$ cat src/hw/asf_pkg.sv
// Purpose: Shared constants and types for the power stage control link
// Assumes: ref_clk at 25 MHz
// Notes:   Used by both ends, the link checker and the bench
package asf_pkg;
	localparam int unsigned CLK_HZ           = 25_000_000;
	localparam int unsigned BST_CHARGE_US    = 800;
	localparam int unsigned BST_READY_US     = 1000;
	localparam int unsigned BST_CHARGE_CYC   = (BST_CHARGE_US * (CLK_HZ / 1_000_000));
	localparam int unsigned BST_READY_CYC    = (BST_READY_US * (CLK_HZ / 1_000_000));
	localparam int unsigned AR_PWM_CYCLES    = 16;
	localparam int unsigned PWM_DIV          = 66;
	localparam logic [1:0]  STRAP_LATCHING   = 2'h1;
	localparam logic [1:0]  STRAP_AUTO       = 2'h0;
	localparam logic        OUT_CFG_BTL      = 1'h0;

	typedef enum logic [1:0] {
		ASF_HIZ     = 2'b00,
		ASF_RUN     = 2'b01,
		ASF_FAULT   = 2'b10,
		ASF_RECOVER = 2'b11
	} asf_state_t;

	typedef enum logic [1:0] {
		ASF_H_OFF    = 2'b00,
		ASF_H_CHARGE = 2'b01,
		ASF_H_ON     = 2'b10
	} asf_host_state_t;
endpackage

$ cat src/hw/asf_link_if.sv
// Purpose: Link between the controller and the power stage
// Assumes: Open-drain status lines with pullup, resolved here
// Notes:   No clocking block
`timescale 1ns/1ps
`default_nettype none
interface asf_link_if;
	logic [1:0] pwm_input;
	logic       reset_n;
	logic       sd_out;
	logic       sd_oe_n;
	logic       tw_out;
	logic       tw_oe_n;
	logic       shutdown_status_n;
	logic       temp_warning_n;

	// Open-drain resolve with pullup
	assign shutdown_status_n = (!sd_oe_n) ? sd_out : 1'b1;
	assign temp_warning_n    = (!tw_oe_n) ? tw_out : 1'b1;

	modport stage (
		input  pwm_input,
		input  reset_n,
		output sd_out,
		output sd_oe_n,
		output tw_out,
		output tw_oe_n
	);
	modport ctrl (
		output pwm_input,
		output reset_n,
		input  shutdown_status_n,
		input  temp_warning_n
	);
endinterface
`default_nettype wire

$ cat src/hw/asf_stage.sv
// Purpose: Protection and fault control of a stereo switching power stage
// Assumes: Link inputs are asynchronous to ref_clk; fault sensors are levels
// Notes:   Error latch cleared at reset_n falling edge
`timescale 1ns/1ps
`default_nettype none
// Functional notes
// Reset low: all transistors off, Hi-Z
// Controller holds reset low for bootstrap charge
// Release reset only with valid PWM
// Controller never holds PWM high constantly
// Power-down: reset low before PWM stops
// Shutdown status low while protecting
// Reset low releases shutdown status high
// Warning low above 125 degrees
// Two status lines encode chip state
// Any error forces Hi-Z
// Latch cleared at reset fall
// Reset low mutes switching
// Overcurrent per high and low side
// One overtemperature detector for all
// Shared undervoltage lockout on gate supply
// Latching mode holds Hi-Z until reset toggle
// Autorecovery resumes after short delay
// Recovery delay counts PWM cycles, shared
// Start Hi-Z, then accept PWM
// Straps select protection and output mode; output_cfg_strap only sets cfg_error when it is not OUT_CFG_BTL
// Test mode disables all protection
// Recovery count is a parameter
module asf_stage
	import asf_pkg::*;
#(
	parameter int unsigned AR_CYCLES = asf_pkg::AR_PWM_CYCLES
) (
	input  wire logic       ref_clk,
	input  wire logic       nrst,
	asf_link_if.stage       link,
	input  wire logic [1:0] overcurrent_hs,
	input  wire logic [1:0] overcurrent_ls,
	input  wire logic       overtemp_fault,
	input  wire logic       temp_warning,
	input  wire logic       gate_drive_low,
	input  wire logic       prot_strap_a,
	input  wire logic       prot_strap_b,
	input  wire logic       output_cfg_strap,
	input  wire logic       protection_off_mode,
	output logic [1:0]      gate_hs,
	output logic [1:0]      gate_ls,
	output logic            out_hiz,
	output logic            cfg_error
);
	import asf_pkg::*;

	// ****************************************
	// Input synchronisers
	// ****************************************
	logic [2:0] s1_q, s2_q;
	logic [2:0] raw;
	assign raw = {link.pwm_input, link.reset_n};
	always_ff @(posedge ref_clk or negedge nrst) begin
		if (!nrst) begin
			s1_q <= 3'h0;
			s2_q <= 3'h0;
		end else begin
			s1_q <= raw;
			s2_q <= s1_q;
		end
	end
	logic [1:0] pwm;
	logic       rst_in;
	assign pwm    = s2_q[2:1];
	assign rst_in = s2_q[0];

	// ****************************************
	// Mode and faults
	// ****************************************
	logic [1:0] mode_q, mode_d;
	logic       cfg_q, cfg_d;
	logic       rst_prev_q, rst_prev_d;
	logic [1:0] pwm_prev_q, pwm_prev_d;
	logic       oc, err_now, prot_off;
	assign oc       = |{overcurrent_hs, overcurrent_ls};
	assign prot_off = protection_off_mode;
	assign err_now  = !prot_off && (oc || overtemp_fault || gate_drive_low);

	// ****************************************
	// Protection state machine
	// ****************************************
	asf_state_t  st_q, st_d;
	logic [15:0] ar_q, ar_d;
	logic        ote_q, ote_d;
	logic        pwm_rise;
	assign pwm_rise = pwm[0] && !pwm_prev_q[0];

	always_comb begin
		st_d       = st_q;
		ar_d       = ar_q;
		ote_d      = ote_q;
		rst_prev_d = rst_in;
		pwm_prev_d = pwm;
		mode_d     = mode_q;
		cfg_d      = cfg_q;
		if (rst_in && !rst_prev_q) begin
			mode_d = {prot_strap_a, prot_strap_b};
			cfg_d  = ({prot_strap_a, prot_strap_b} != STRAP_LATCHING &&
			          {prot_strap_a, prot_strap_b} != STRAP_AUTO) ||
			         (output_cfg_strap != OUT_CFG_BTL);
		end
		if (!rst_in && rst_prev_q) begin
			st_d  = ASF_HIZ;
			ote_d = 1'b0;
		end else if (!rst_in) begin
			st_d = ASF_HIZ;
		end else begin
			unique case (st_q)
				ASF_HIZ: begin
					if (err_now) begin
						st_d  = ASF_FAULT;
						ote_d = overtemp_fault;
					end else begin
						st_d = ASF_RUN;
					end
				end
				ASF_RUN: begin
					if (err_now) begin
						st_d  = ASF_FAULT;
						ote_d = overtemp_fault;
					end
				end
				ASF_FAULT: begin
					if (mode_q == STRAP_AUTO && !err_now) begin
						st_d = ASF_RECOVER;
						ar_d = 16'h0000;
					end
				end
				ASF_RECOVER: begin
					if (err_now) begin
						st_d = ASF_FAULT;
					end else if (pwm_rise) begin
						if (ar_q >= 16'(AR_CYCLES - 1)) begin
							st_d  = ASF_RUN;
							ote_d = 1'b0;
						end else begin
							ar_d = ar_q + 16'h0001;
						end
					end
				end
			endcase
		end
	end

	always_ff @(posedge ref_clk or negedge nrst) begin
		if (!nrst) begin
			st_q       <= ASF_HIZ;
			ar_q       <= 16'h0000;
			ote_q      <= 1'b0;
			rst_prev_q <= 1'b0;
			pwm_prev_q <= 2'h0;
			mode_q     <= STRAP_LATCHING;
			cfg_q      <= 1'b0;
		end else begin
			st_q       <= st_d;
			ar_q       <= ar_d;
			ote_q      <= ote_d;
			rst_prev_q <= rst_prev_d;
			pwm_prev_q <= pwm_prev_d;
			mode_q     <= mode_d;
			cfg_q      <= cfg_d;
		end
	end

	// ****************************************
	// Output stage and status pins
	// ****************************************
	logic       run;
	logic       prot;
	assign run  = (st_q == ASF_RUN) && rst_in;
	assign prot = (st_q == ASF_FAULT) || (st_q == ASF_RECOVER);

	logic [1:0] hs_q, ls_q;
	logic       hiz_q, sd_q, tw_q;
	always_ff @(posedge ref_clk or negedge nrst) begin
		if (!nrst) begin
			hs_q  <= 2'h0;
			ls_q  <= 2'h0;
			hiz_q <= 1'b1;
			sd_q  <= 1'b0;
			tw_q  <= 1'b0;
		end else begin
			hs_q  <= run ? pwm : 2'h0;
			ls_q  <= run ? ~pwm : 2'h0;
			hiz_q <= !run;
			sd_q  <= rst_in && prot;
			tw_q  <= temp_warning || (rst_in && prot && ote_q);
		end
	end

	assign gate_hs      = hs_q;
	assign gate_ls      = ls_q;
	assign out_hiz      = hiz_q;
	assign cfg_error    = cfg_q;
	assign link.sd_out  = 1'b0;
	assign link.sd_oe_n = !sd_q;
	assign link.tw_out  = 1'b0;
	assign link.tw_oe_n = !tw_q;
endmodule
`default_nettype wire

$ cat src/flat_wrapper.sv
// flat-port wrapper written by rule: the top's interface ports become plain ports
module asf_stage_flat import asf_pkg::*;
#(
	parameter int unsigned AR_CYCLES = asf_pkg::AR_PWM_CYCLES
)
  (ref_clk, nrst, overcurrent_hs, overcurrent_ls, overtemp_fault, temp_warning, gate_drive_low, prot_strap_a, prot_strap_b, output_cfg_strap, protection_off_mode, gate_hs, gate_ls, out_hiz, cfg_error, link_pwm_input, link_reset_n, link_sd_out, link_sd_oe_n, link_tw_out, link_tw_oe_n);
  asf_link_if link_i ();
  input  wire logic ref_clk;
  input  wire logic nrst;
  input  wire logic [1:0] overcurrent_hs;
  input  wire logic [1:0] overcurrent_ls;
  input  wire logic overtemp_fault;
  input  wire logic temp_warning;
  input  wire logic gate_drive_low;
  input  wire logic prot_strap_a;
  input  wire logic prot_strap_b;
  input  wire logic output_cfg_strap;
  input  wire logic protection_off_mode;
  output logic [1:0] gate_hs;
  output logic [1:0] gate_ls;
  output logic out_hiz;
  output logic cfg_error;
  input wire logic [$bits(link_i.pwm_input)-1:0] link_pwm_input;
  input wire logic [$bits(link_i.reset_n)-1:0] link_reset_n;
  output wire logic [$bits(link_i.sd_out)-1:0] link_sd_out;
  output wire logic [$bits(link_i.sd_oe_n)-1:0] link_sd_oe_n;
  output wire logic [$bits(link_i.tw_out)-1:0] link_tw_out;
  output wire logic [$bits(link_i.tw_oe_n)-1:0] link_tw_oe_n;
  assign link_i.pwm_input = link_pwm_input;
  assign link_i.reset_n = link_reset_n;
  assign link_sd_out = link_i.sd_out;
  assign link_sd_oe_n = link_i.sd_oe_n;
  assign link_tw_out = link_i.tw_out;
  assign link_tw_oe_n = link_i.tw_oe_n;
  asf_stage #(.AR_CYCLES(AR_CYCLES)) u_core (.ref_clk(ref_clk), .nrst(nrst), .link(link_i), .overcurrent_hs(overcurrent_hs), .overcurrent_ls(overcurrent_ls), .overtemp_fault(overtemp_fault), .temp_warning(temp_warning), .gate_drive_low(gate_drive_low), .prot_strap_a(prot_strap_a), .prot_strap_b(prot_strap_b), .output_cfg_strap(output_cfg_strap), .protection_off_mode(protection_off_mode), .gate_hs(gate_hs), .gate_ls(gate_ls), .out_hiz(out_hiz), .cfg_error(cfg_error));
endmodule
$ cat config.mk
export PLATFORM = sky130hd
export DESIGN_NAME = asf_stage_flat
export DESIGN_NICKNAME = d
export VERILOG_FILES = /design/src/hw/asf_pkg.sv /design/src/hw/asf_link_if.sv /design/src/hw/asf_stage.sv /design/src/flat_wrapper.sv
export SDC_FILE = /design/constraint.sdc
export NUM_CORES = 1
export LEC_CHECK = 0
export ABC_AREA = 1
export BUFFER_PORTS_ARGS = -buffer_cell sky130_fd_sc_hd__buf_2
export CAP_MARGIN = 0
export CELL_PAD_IN_SITES_DETAIL_PLACEMENT = 2
export CELL_PAD_IN_SITES_GLOBAL_PLACEMENT = 2
export CORE_AREA = 8 8 83 85
export CTS_CLUSTER_DIAMETER = 200
export DETAILED_ROUTE_END_ITERATION = 10
export DIE_AREA = 0 0 91 93
export PLACE_DENSITY_LB_ADDON = 0.1
export SLEW_MARGIN = 10
export SYNTH_ARGS = -nofsm -noshare
export SYNTH_HDL_FRONTEND = slang
export SYNTH_SLANG_ARGS = --single-unit
$ cat constraint.sdc
create_clock -name ref_clk -period 1.45 [get_ports ref_clk]
set_input_delay 0 -clock ref_clk [delete_from_list [all_inputs] [get_ports ref_clk]]
set_output_delay 0 -clock ref_clk [all_outputs]
set_load 0.02 [all_outputs]
==> results by group, run 1 <==
Job
  • Number of maximum-capacitance constraint violations: 0

Placed design
  • Final HPWL DP: 3170 µm
  • Global placer's final weighted congestion: 0.741
  • Number of I/O port buffers: 23

CTS
  • Total clock buffers created by CTS: 5
  • Number of buffers between clock root and the deepest sink: 2
  • TritonCTS clock tree: yes
  • Number of H-tree levels: 2
  • Worst-Skew Late Latency: 290 ps
  • Clk slew on worst S/H paths: 80 ps
  • Buffer cell driving the clock tree root: sky130_fd_sc_hd__clkbuf_8
  • Sinks on Clock Net: 37

Yosys
  • Cells taking the most area after synthesis: sky130_fd_sc_hd__dfrtp_1 53%, sky130_fd_sc_hd__nand2_1 10%, sky130_fd_sc_hd__nor2_1 7.8%, sky130_fd_sc_hd__inv_1 6.4%, sky130_fd_sc_hd__ha_1 4.6%
  • Dominant cell type by area after synthesis: sky130_fd_sc_hd__dfrtp_1
  • Number of synthesized flops with an enable pin: 0
  • Area share of the largest cell type after synthesis: 53.4%
  • Proportion of synthesized flip-flops having asynchronous set or reset: 100%
  • Number of synthesis warnings: 0
  • Most frequent cell after synthesis: sky130_fd_sc_hd__nand2_1
  • Leading cell types by count after synthesis: 45 x sky130_fd_sc_hd__nand2_1, 35 x sky130_fd_sc_hd__dfrtp_1, 34 x sky130_fd_sc_hd__nor2_1
  • Synthesized area per cell: 8.91 µm²
  • Predominant post-synthesis flop cell: sky130_fd_sc_hd__dfrtp_1
  • Number of synthesized register bits: 37
  • Synth cell types: 24
  • Number of standard cells after synthesis: 184
  • Netlist area before placement: 1640 µm²
  • Share of synthesized area occupied by flip-flops and latches: 56.6%

Setup path
  • Category of the most critical setup path: register to register
  • Worst endpoint data arrival time: 1660 ps
  • Worst endpoint required time: 1630 ps
  • Cells along the critical path: ha_2 > nand3_2 > nand3_2 > inv_2 > nand2_2 > o21ai_4 > nand2_4 > buf_6 > nand2_2 > nand2_2
  • Max incr delay on CP: 390 ps
  • Worst Setup Start Kind: register
  • Endpoint kind of the worst setup timing path: register
  • Critical path buffers and inverters: 2
  • Cell with the largest stage delay on the worst path: sky130_fd_sc_hd__dfrtp_1
  • Worst Path Max Fanout: 4
  • Most frequent cell on the critical path: sky130_fd_sc_hd__nand2_2
  • Kind of cell adding the most delay to the critical path: simple AND/OR/NAND/NOR gates

Hold path
  • Class of the tightest hold or removal check: input port to register

Die
  • Chip height: 93 µm
  • Effective utilization at floorplan: 28.9%
  • Total die area: 8460 µm²
  • I/O Pins: 26
  • Total core area: 5680 µm²
  • Die X-Extent: 91 µm
  • Row count: 28

Timing
  • Final-report hold violation count: 0
  • Final setup violation count: 4
  • Final period util: 102%
  • Final setup slack of the worst path: -30.8 ps
  • Maximum frequency from static timing analysis: 0.675 GHz
  • Final slew viol count: 0
  • RSZ-0062 raised after global routing: true
  • Final worst path period need: 1480 ps
  • Worst clock skew on the final layout: 7.68 ps

Layout
  • Ant. Diodes: 0
  • Fraction of final layout cells with drive strength greater than 1: 33.9%
  • Area growth from synthesis to layout: 35.5%
  • Final #Nets: 260
  • Utilization of the core after routing: 39.2%

Run status
  • Run status: finished with violations
  • Failing checks: setup timing

Power
  • Leakage: 1.16 nW
  • Power per standard cell area: 1420 nW/µm²
  • IR Drop Worst-Case VDD: 0.000633 V
  • PnR Total Power: 0.00315 W

Routing
  • WL per Instance: 13.8 µm
  • Initial DRC Count: 15
  • Remaining DRCs: 0
  • Number of iterations in the first detailed-routing pass: 2
  • Routed vias/inst: 4.32
  • Via count: 1358
  • Post-route antenna net violation count: 0
  • WL final: 4340 µm

Global routing
  • First-pass GRT wire length: 7310 µm
  • Overall overflow remaining after global route: 0
  • Antenna violations before repair: 0
  • Gr usage total: 10.8%
  • Pin count of the biggest net entering global routing: 38
  • Via count of the first global-routing pass: 1541
[sequential cells by signal, summed over array words and instances, names as in the netlist]
register / count
u_core.s1_q: 3
u_core.ote_q: 1
u_core.pwm_prev_q: 1
u_core.gate_ls: 2
u_core.rst_prev_q: 1
u_core.s2_q: 3
u_core.gate_hs: 2
u_core.ar_q: 16
u_core.st_q: 2
u_core.cfg_error: 1
u_core.tw_q: 1
u_core.sd_q: 1
u_core.out_hiz: 1
u_core.mode_q: 2
[area by class of cell]
| cell class | count | area, µm² |
|---|---|---|
| fill | 656 | 3450 |
| sequential | 37 | 930 |
| multi-input combinational | 116 | 638 |
| timing repair buffer | 49 | 334 |
| inverter | 29 | 111 |
| tap | 75 | 93.8 |
| clock buffer | 5 | 68.8 |
| clock inverter | 3 | 46.3 |
[metrics by stage]
step	std cells	setup WS [ps]	TNS [ps]	instance area, µm²	hold slack (ps)
after global placement	292	-56.1	-115	1920	67.0
after floorplan	185	-9.69	-83.8	1650	-296
final	314	-30.8	-68.8	2220	96.2
after CTS	311	-76.1	-545	2180	78.4
after detailed placement	292	-126	-2080	1920	83.8
after global routing	314	-106	-1260	2220	150
[layout by cell type (no fill, tap or decap), types with 2 or more instances in the layout]
master	netlist	layout
sky130_fd_sc_hd__buf_2	0	23
sky130_fd_sc_hd__clkbuf_8	0	5
sky130_fd_sc_hd__nand2_4	2	2
sky130_fd_sc_hd__dlygate4sd3_1	0	8
sky130_fd_sc_hd__inv_2	1	3
sky130_fd_sc_hd__ha_2	0	3
sky130_fd_sc_hd__nand2_1	45	37
sky130_fd_sc_hd__conb_1	1	2
sky130_fd_sc_hd__a21oi_1	5	4
sky130_fd_sc_hd__nand3_2	1	4
sky130_fd_sc_hd__nor2_2	1	3
sky130_fd_sc_hd__nand3_1	10	7
sky130_fd_sc_hd__dfstp_2	2	2
sky130_fd_sc_hd__ha_1	6	3
sky130_fd_sc_hd__nand2_2	0	8
sky130_fd_sc_hd__dfrtp_1	35	34
sky130_fd_sc_hd__buf_4	2	17
sky130_fd_sc_hd__inv_1	28	25
sky130_fd_sc_hd__nor2_1	34	32
[layer usage]
metal  up-vias  GRT usage (%)  wire length [µm]
li1        654              -                 -
met1       674           11.8              1820
met2        25           19.2              2300
met3         5           3.37               173
met4         0           4.64                53
met5         -              0                 0
[worst paths after layout]
| path | startpoint | endpoint | slack, ps | cells past startpoint |
|---|---|---|---|---|
| worst max-delay path | u_core.ar_q[0] | u_core.ar_q[1] | -30 | 10 |
| worst min-delay path | overtemp_fault | u_core.ote_q | 100 | 5 |
| worst max register to register | u_core.ar_q[0] | u_core.ar_q[1] | -30 | 10 |
| worst min register to register | u_core.s1_q[0] | u_core.s2_q[0] | 350 | 0 |
| max in group asynchronous | nrst | u_core.st_q[1] | 800 | 3 |
| min in group asynchronous | nrst | u_core.ar_q[14] | 290 | 3 |
[cells by family after synthesis]
logic type / after synthesis / share of synthesized area [%]
compound gates: 10 / 4.58
xor+xnor: 2 / 1.07
fa+ha+maj: 6 / 4.58
buf+inv: 32 / 8.24
flops: 37 / 56.6
other cells: 1 / 0.229
simple gates: 96 / 24.7
[what timing repair did]
item | 4_1_cts | 5_1_grt
pin swaps | 4 | 5
hold endpoints to repair | 42 | 0
resized for setup | 15 | 7
setup buffers | 3 | 3
endpoints found under the setup margin | 20 | 20
hold buffers | 8 | 0
[power by group]
part,internal (W),total (W),switching [W]
logic,0.000439,0.00100,0.000563
registers,0.00115,0.00123,0.0000823
clock network,0.000515,0.000915,0.000401
total,0.00210,0.00315,0.00105
[worst reg2reg max path, delay by kind of cell, from the launching register on]
kind / cells / cell delay (ps)
AO/OA/AOI/OAI: 1 / 170
adder cells (fa/ha/maj): 1 / 200
buffers and inverters: 2 / 210
flip-flops: 1 / 390
AND/OR/NAND/NOR: 6 / 410
Note: power is estimated with default switching activity, not from simulation.
==> run 2: changes to the inputs <==
--- a/config.mk
+++ b/config.mk
@@ -10,11 +10,12 @@
 export CAP_MARGIN = 0
 export CELL_PAD_IN_SITES_DETAIL_PLACEMENT = 2
 export CELL_PAD_IN_SITES_GLOBAL_PLACEMENT = 2
-export CORE_AREA = 8 8 83 85
+export CORE_AREA = 8 8 80 82
 export CTS_CLUSTER_DIAMETER = 200
 export DETAILED_ROUTE_END_ITERATION = 10
-export DIE_AREA = 0 0 91 93
+export DIE_AREA = 0 0 88 90
 export PLACE_DENSITY_LB_ADDON = 0.1
+export REMOVE_ABC_BUFFERS = 1
 export SLEW_MARGIN = 10
 export SYNTH_ARGS = -nofsm -noshare
 export SYNTH_HDL_FRONTEND = slang
==> constraint.sdc (replaced) <==
create_clock -name ref_clk -period 1.7 [get_ports ref_clk]
set_input_delay 0 -clock ref_clk [delete_from_list [all_inputs] [get_ports ref_clk]]
set_output_delay 0 -clock ref_clk [all_outputs]
set_load 0.02 [all_outputs]
==> results by group, run 2 (synthesis results as in run 1) <==
Timing
  • Final worst path period need: 1580 ps (+97.5 ps)
  • RSZ-0062 raised after global routing: false
  • Final setup slack of the worst path: 122 ps (+153 ps)
  • Rel. slew slack: 45.5%
  • Final period util: 92.8% (-9.3 points)
  • Maximum frequency from static timing analysis: 0.634 GHz (-6.2%)
  • Worst clock skew on the final layout: 3.63 ps (-4.06 ps)
  • Final setup violation count: 0 (-4)
  • Final slew viol count: 0 (unchanged)
  • Slew at the pin with the worst max-slew slack: 818 ps
  • Final-report hold violation count: 0 (unchanged)

Global routing
  • Via count of the first global-routing pass: 1562 (+1.4%)
  • GRT Max-Usage Layer: met2
  • Met1 demand-to-capacity share in global routing: 13.6% (+1.9 points)
  • Met2 demand-to-capacity share in global routing: 19.6% (+0.48 points)
  • Antenna violations before repair: 0 (unchanged)
  • Gr usage total: 11.4% (+0.58 points)
  • Pin count of the biggest net entering global routing: 38 (unchanged)
  • First-pass GRT wire length: 7310 µm (unchanged)
  • Overall overflow remaining after global route: 0 (unchanged)
  • Met3 layer usage reported by global route: 2.64% (-0.73 points)

Power
  • Leakage: 1.08 nW (-7.0%)
  • IR Drop Worst-Case VDD: 0.000508 V (-20%)
  • Power per standard cell area: 1200 nW/µm² (-15%)
  • PnR Total Power: 0.00247 W (-22%)

Setup path
  • Max incr delay on CP: 420 ps (+30 ps)
  • Worst Path Max Fanout: 12 (+8)
  • Worst endpoint required time: 1880 ps (+250 ps)
  • Launching instance or port of the critical path: u_core.st_q[0]
  • Cell with the largest stage delay on the worst path: sky130_fd_sc_hd__dfrtp_1
  • Setup slack on the worst flop-to-flop path: 120 ps (+150 ps)
  • Cells along the critical path: inv_1 > ha_1 > o21ai_0 > buf_4 > a21oi_4 > nand2_4 > inv_6 > nor2_1
  • Worst endpoint data arrival time: 1750 ps (+90 ps)
  • Terminus of the critical flop-to-flop path: u_core.ar_q[11]
  • Depth of the worst register-to-register path: 8 (-2)
  • Category of the most critical setup path: register to register
  • Endpoint kind of the worst setup timing path: register
  • Worst Setup Start Kind: register
  • Worst flop-to-flop path startpoint: u_core.st_q[0]
  • Last element of the critical path: u_core.ar_q[11]

Layout
  • Commonest non-fill, non-tap cells in the layout: 45 x sky130_fd_sc_hd__nand2_1, 34 x sky130_fd_sc_hd__nor2_1, 34 x sky130_fd_sc_hd__dfrtp_1
  • Ant. Diodes: 0 (unchanged)
  • Utilization of the core after routing: 39.2% (+0.082 points)
  • Register with the highest flop count: u_core.ar_q
  • Final #Nets: 246 (-5.4%)
  • Area growth from synthesis to layout: 25.2%
  • Largest registers: u_core.ar_q x16, u_core.s1_q x3, u_core.s2_q x3
  • Fraction of final layout cells with drive strength greater than 1: 20.4% (-13 points)
  • Number of flip-flops in the largest register: 16 (unchanged)
  • Most common cell after layout, fill and taps aside: sky130_fd_sc_hd__nand2_1

Die
  • Effective utilization at floorplan: 31.3% (+2.4 points)
  • Row count: 27 (-3.6%)
  • Total die area: 7920 µm² (-6.4%)
  • Die X-Extent: 88 µm (-3.3%)
  • Chip height: 90 µm (-3.2%)
  • I/O Pins: 26 (unchanged)
  • Total core area: 5240 µm² (-7.7%)

CTS
  • Worst-Skew Late Latency: 280 ps (about the same)
  • Sinks on Clock Net: 37 (unchanged)
  • Buffer cell driving the clock tree root: sky130_fd_sc_hd__clkbuf_8
  • Total clock buffers created by CTS: 5 (unchanged)
  • TritonCTS clock tree: yes
  • Number of H-tree levels: 2 (unchanged)
  • Clk slew on worst S/H paths: 80 ps (about the same)
  • Number of buffers between clock root and the deepest sink: 2 (unchanged)

Routing
  • Routed vias/inst: 4.35 (+0.51%)
  • WL per Instance: 13.5 µm (-2.5%)
  • Initial DRC Count: 31 (+16)
  • Remaining DRCs: 0 (unchanged)
  • Post-route antenna net violation count: 0 (unchanged)
  • Via count: 1291 (-4.9%)
  • Number of iterations in the first detailed-routing pass: 4 (+2)
  • WL final: 4000 µm (-7.8%)

Placed design
  • Final HPWL DP: 3090 µm (-2.6%)
  • Global placer's final weighted congestion: 0.763 (+3.0%)
  • Worst setup slack before clock tree synthesis: -35.4 ps (+91.0 ps)
  • Number of I/O port buffers: 23 (unchanged)

Run status
  • Run status: completed

Job
  • Number of maximum-capacitance constraint violations: 0 (unchanged)

Hold path
  • Class of the tightest hold or removal check: input port to register
==> run 2: changes by cell type in the layout (fill, tap and decap cells not counted), moves of 3 or more <==
cell	change
sky130_fd_sc_hd__buf_4	-13
sky130_fd_sc_hd__nand2_2	-8
sky130_fd_sc_hd__ha_2	-3
sky130_fd_sc_hd__inv_2	-3
sky130_fd_sc_hd__nand3_1	+3
sky130_fd_sc_hd__ha_1	+3
sky130_fd_sc_hd__nand2_1	+8
sky130_fd_sc_hd__nand3_2	-3
sky130_fd_sc_hd__inv_1	+3
==> run 2: metrics by stage <==
| stage | cell area (µm²) | setup TNS (ps) | hold slack [ps] | instances |
|---|---|---|---|---|
| 2_1_floorplan | 1620 | 0 | -296 | 182 |
| 3_3_place_gp | 1850 | 0 | 110 | 280 |
| 3_5_place_dp | 1850 | -274 | 113 | 280 |
| 4_1_cts | 2040 | 0 | 103 | 296 |
| 5_1_grt | 2050 | 0 | 132 | 297 |
| 6_report | 2050 | 0 | 96.7 | 297 |
==> run 2: worst min path at each step <==
stage                           start             end  slack, ps  depth (start not counted)
floorplan                        nrst  u_core.ar_q[0]       -300                          0
global placement    link_pwm_input[0]  u_core.s1_q[1]        110                          1
CTS                    overtemp_fault    u_core.ote_q        100                          5
finish                 overtemp_fault    u_core.ote_q        100                          5
detailed placement       link_reset_n  u_core.s1_q[0]        110                          1
global route           overtemp_fault    u_core.ote_q        130                          5
==> run 2: power breakdown <==
part	switching (W)	internal (W)	total (W)
Sequential	0.0000690	0.000980	0.00105
Clock	0.000324	0.000439	0.000763
Combinational	0.000413	0.000246	0.000659
Total	0.000806	0.00166	0.00247
==> run 2: routing by layer <==
metal	share of wire [%]	wire, µm
met5	0	0
met4	0.95	38
met3	3.8	151
met2	52	2090
met1	43	1720
==> run 2: repair_timing <==
item	4_1_cts	5_1_grt
buffers inserted	0	1
pin swaps	0	1
hold endpoints to repair	42	0
gates cloned	0	0
hold buffers	8	0
endpoints found under the setup margin	12	17
gates resized for setup	1	2
==> run 2: area by class of cell <==
class,count,area (µm²)
clock buffer,5,68.8
fill,586,3180
timing repair buffer,35,225
sequential,37,930
clock inverter,3,46.3
multi-input combinational,116,581
inverter,29,114
tap,72,90.1
==> run 2: critical path: cells and delay by family, from the launching register on <==
| family | cells | cell delay (ps) |
|---|---|---|
| flip-flops | 1 | 420 |
| AND/OR/NAND/NOR | 2 | 170 |
| adder cells (fa/ha/maj) | 1 | 190 |
| buffers and inverters | 3 | 390 |
| AO/OA/AOI/OAI | 2 | 290 |
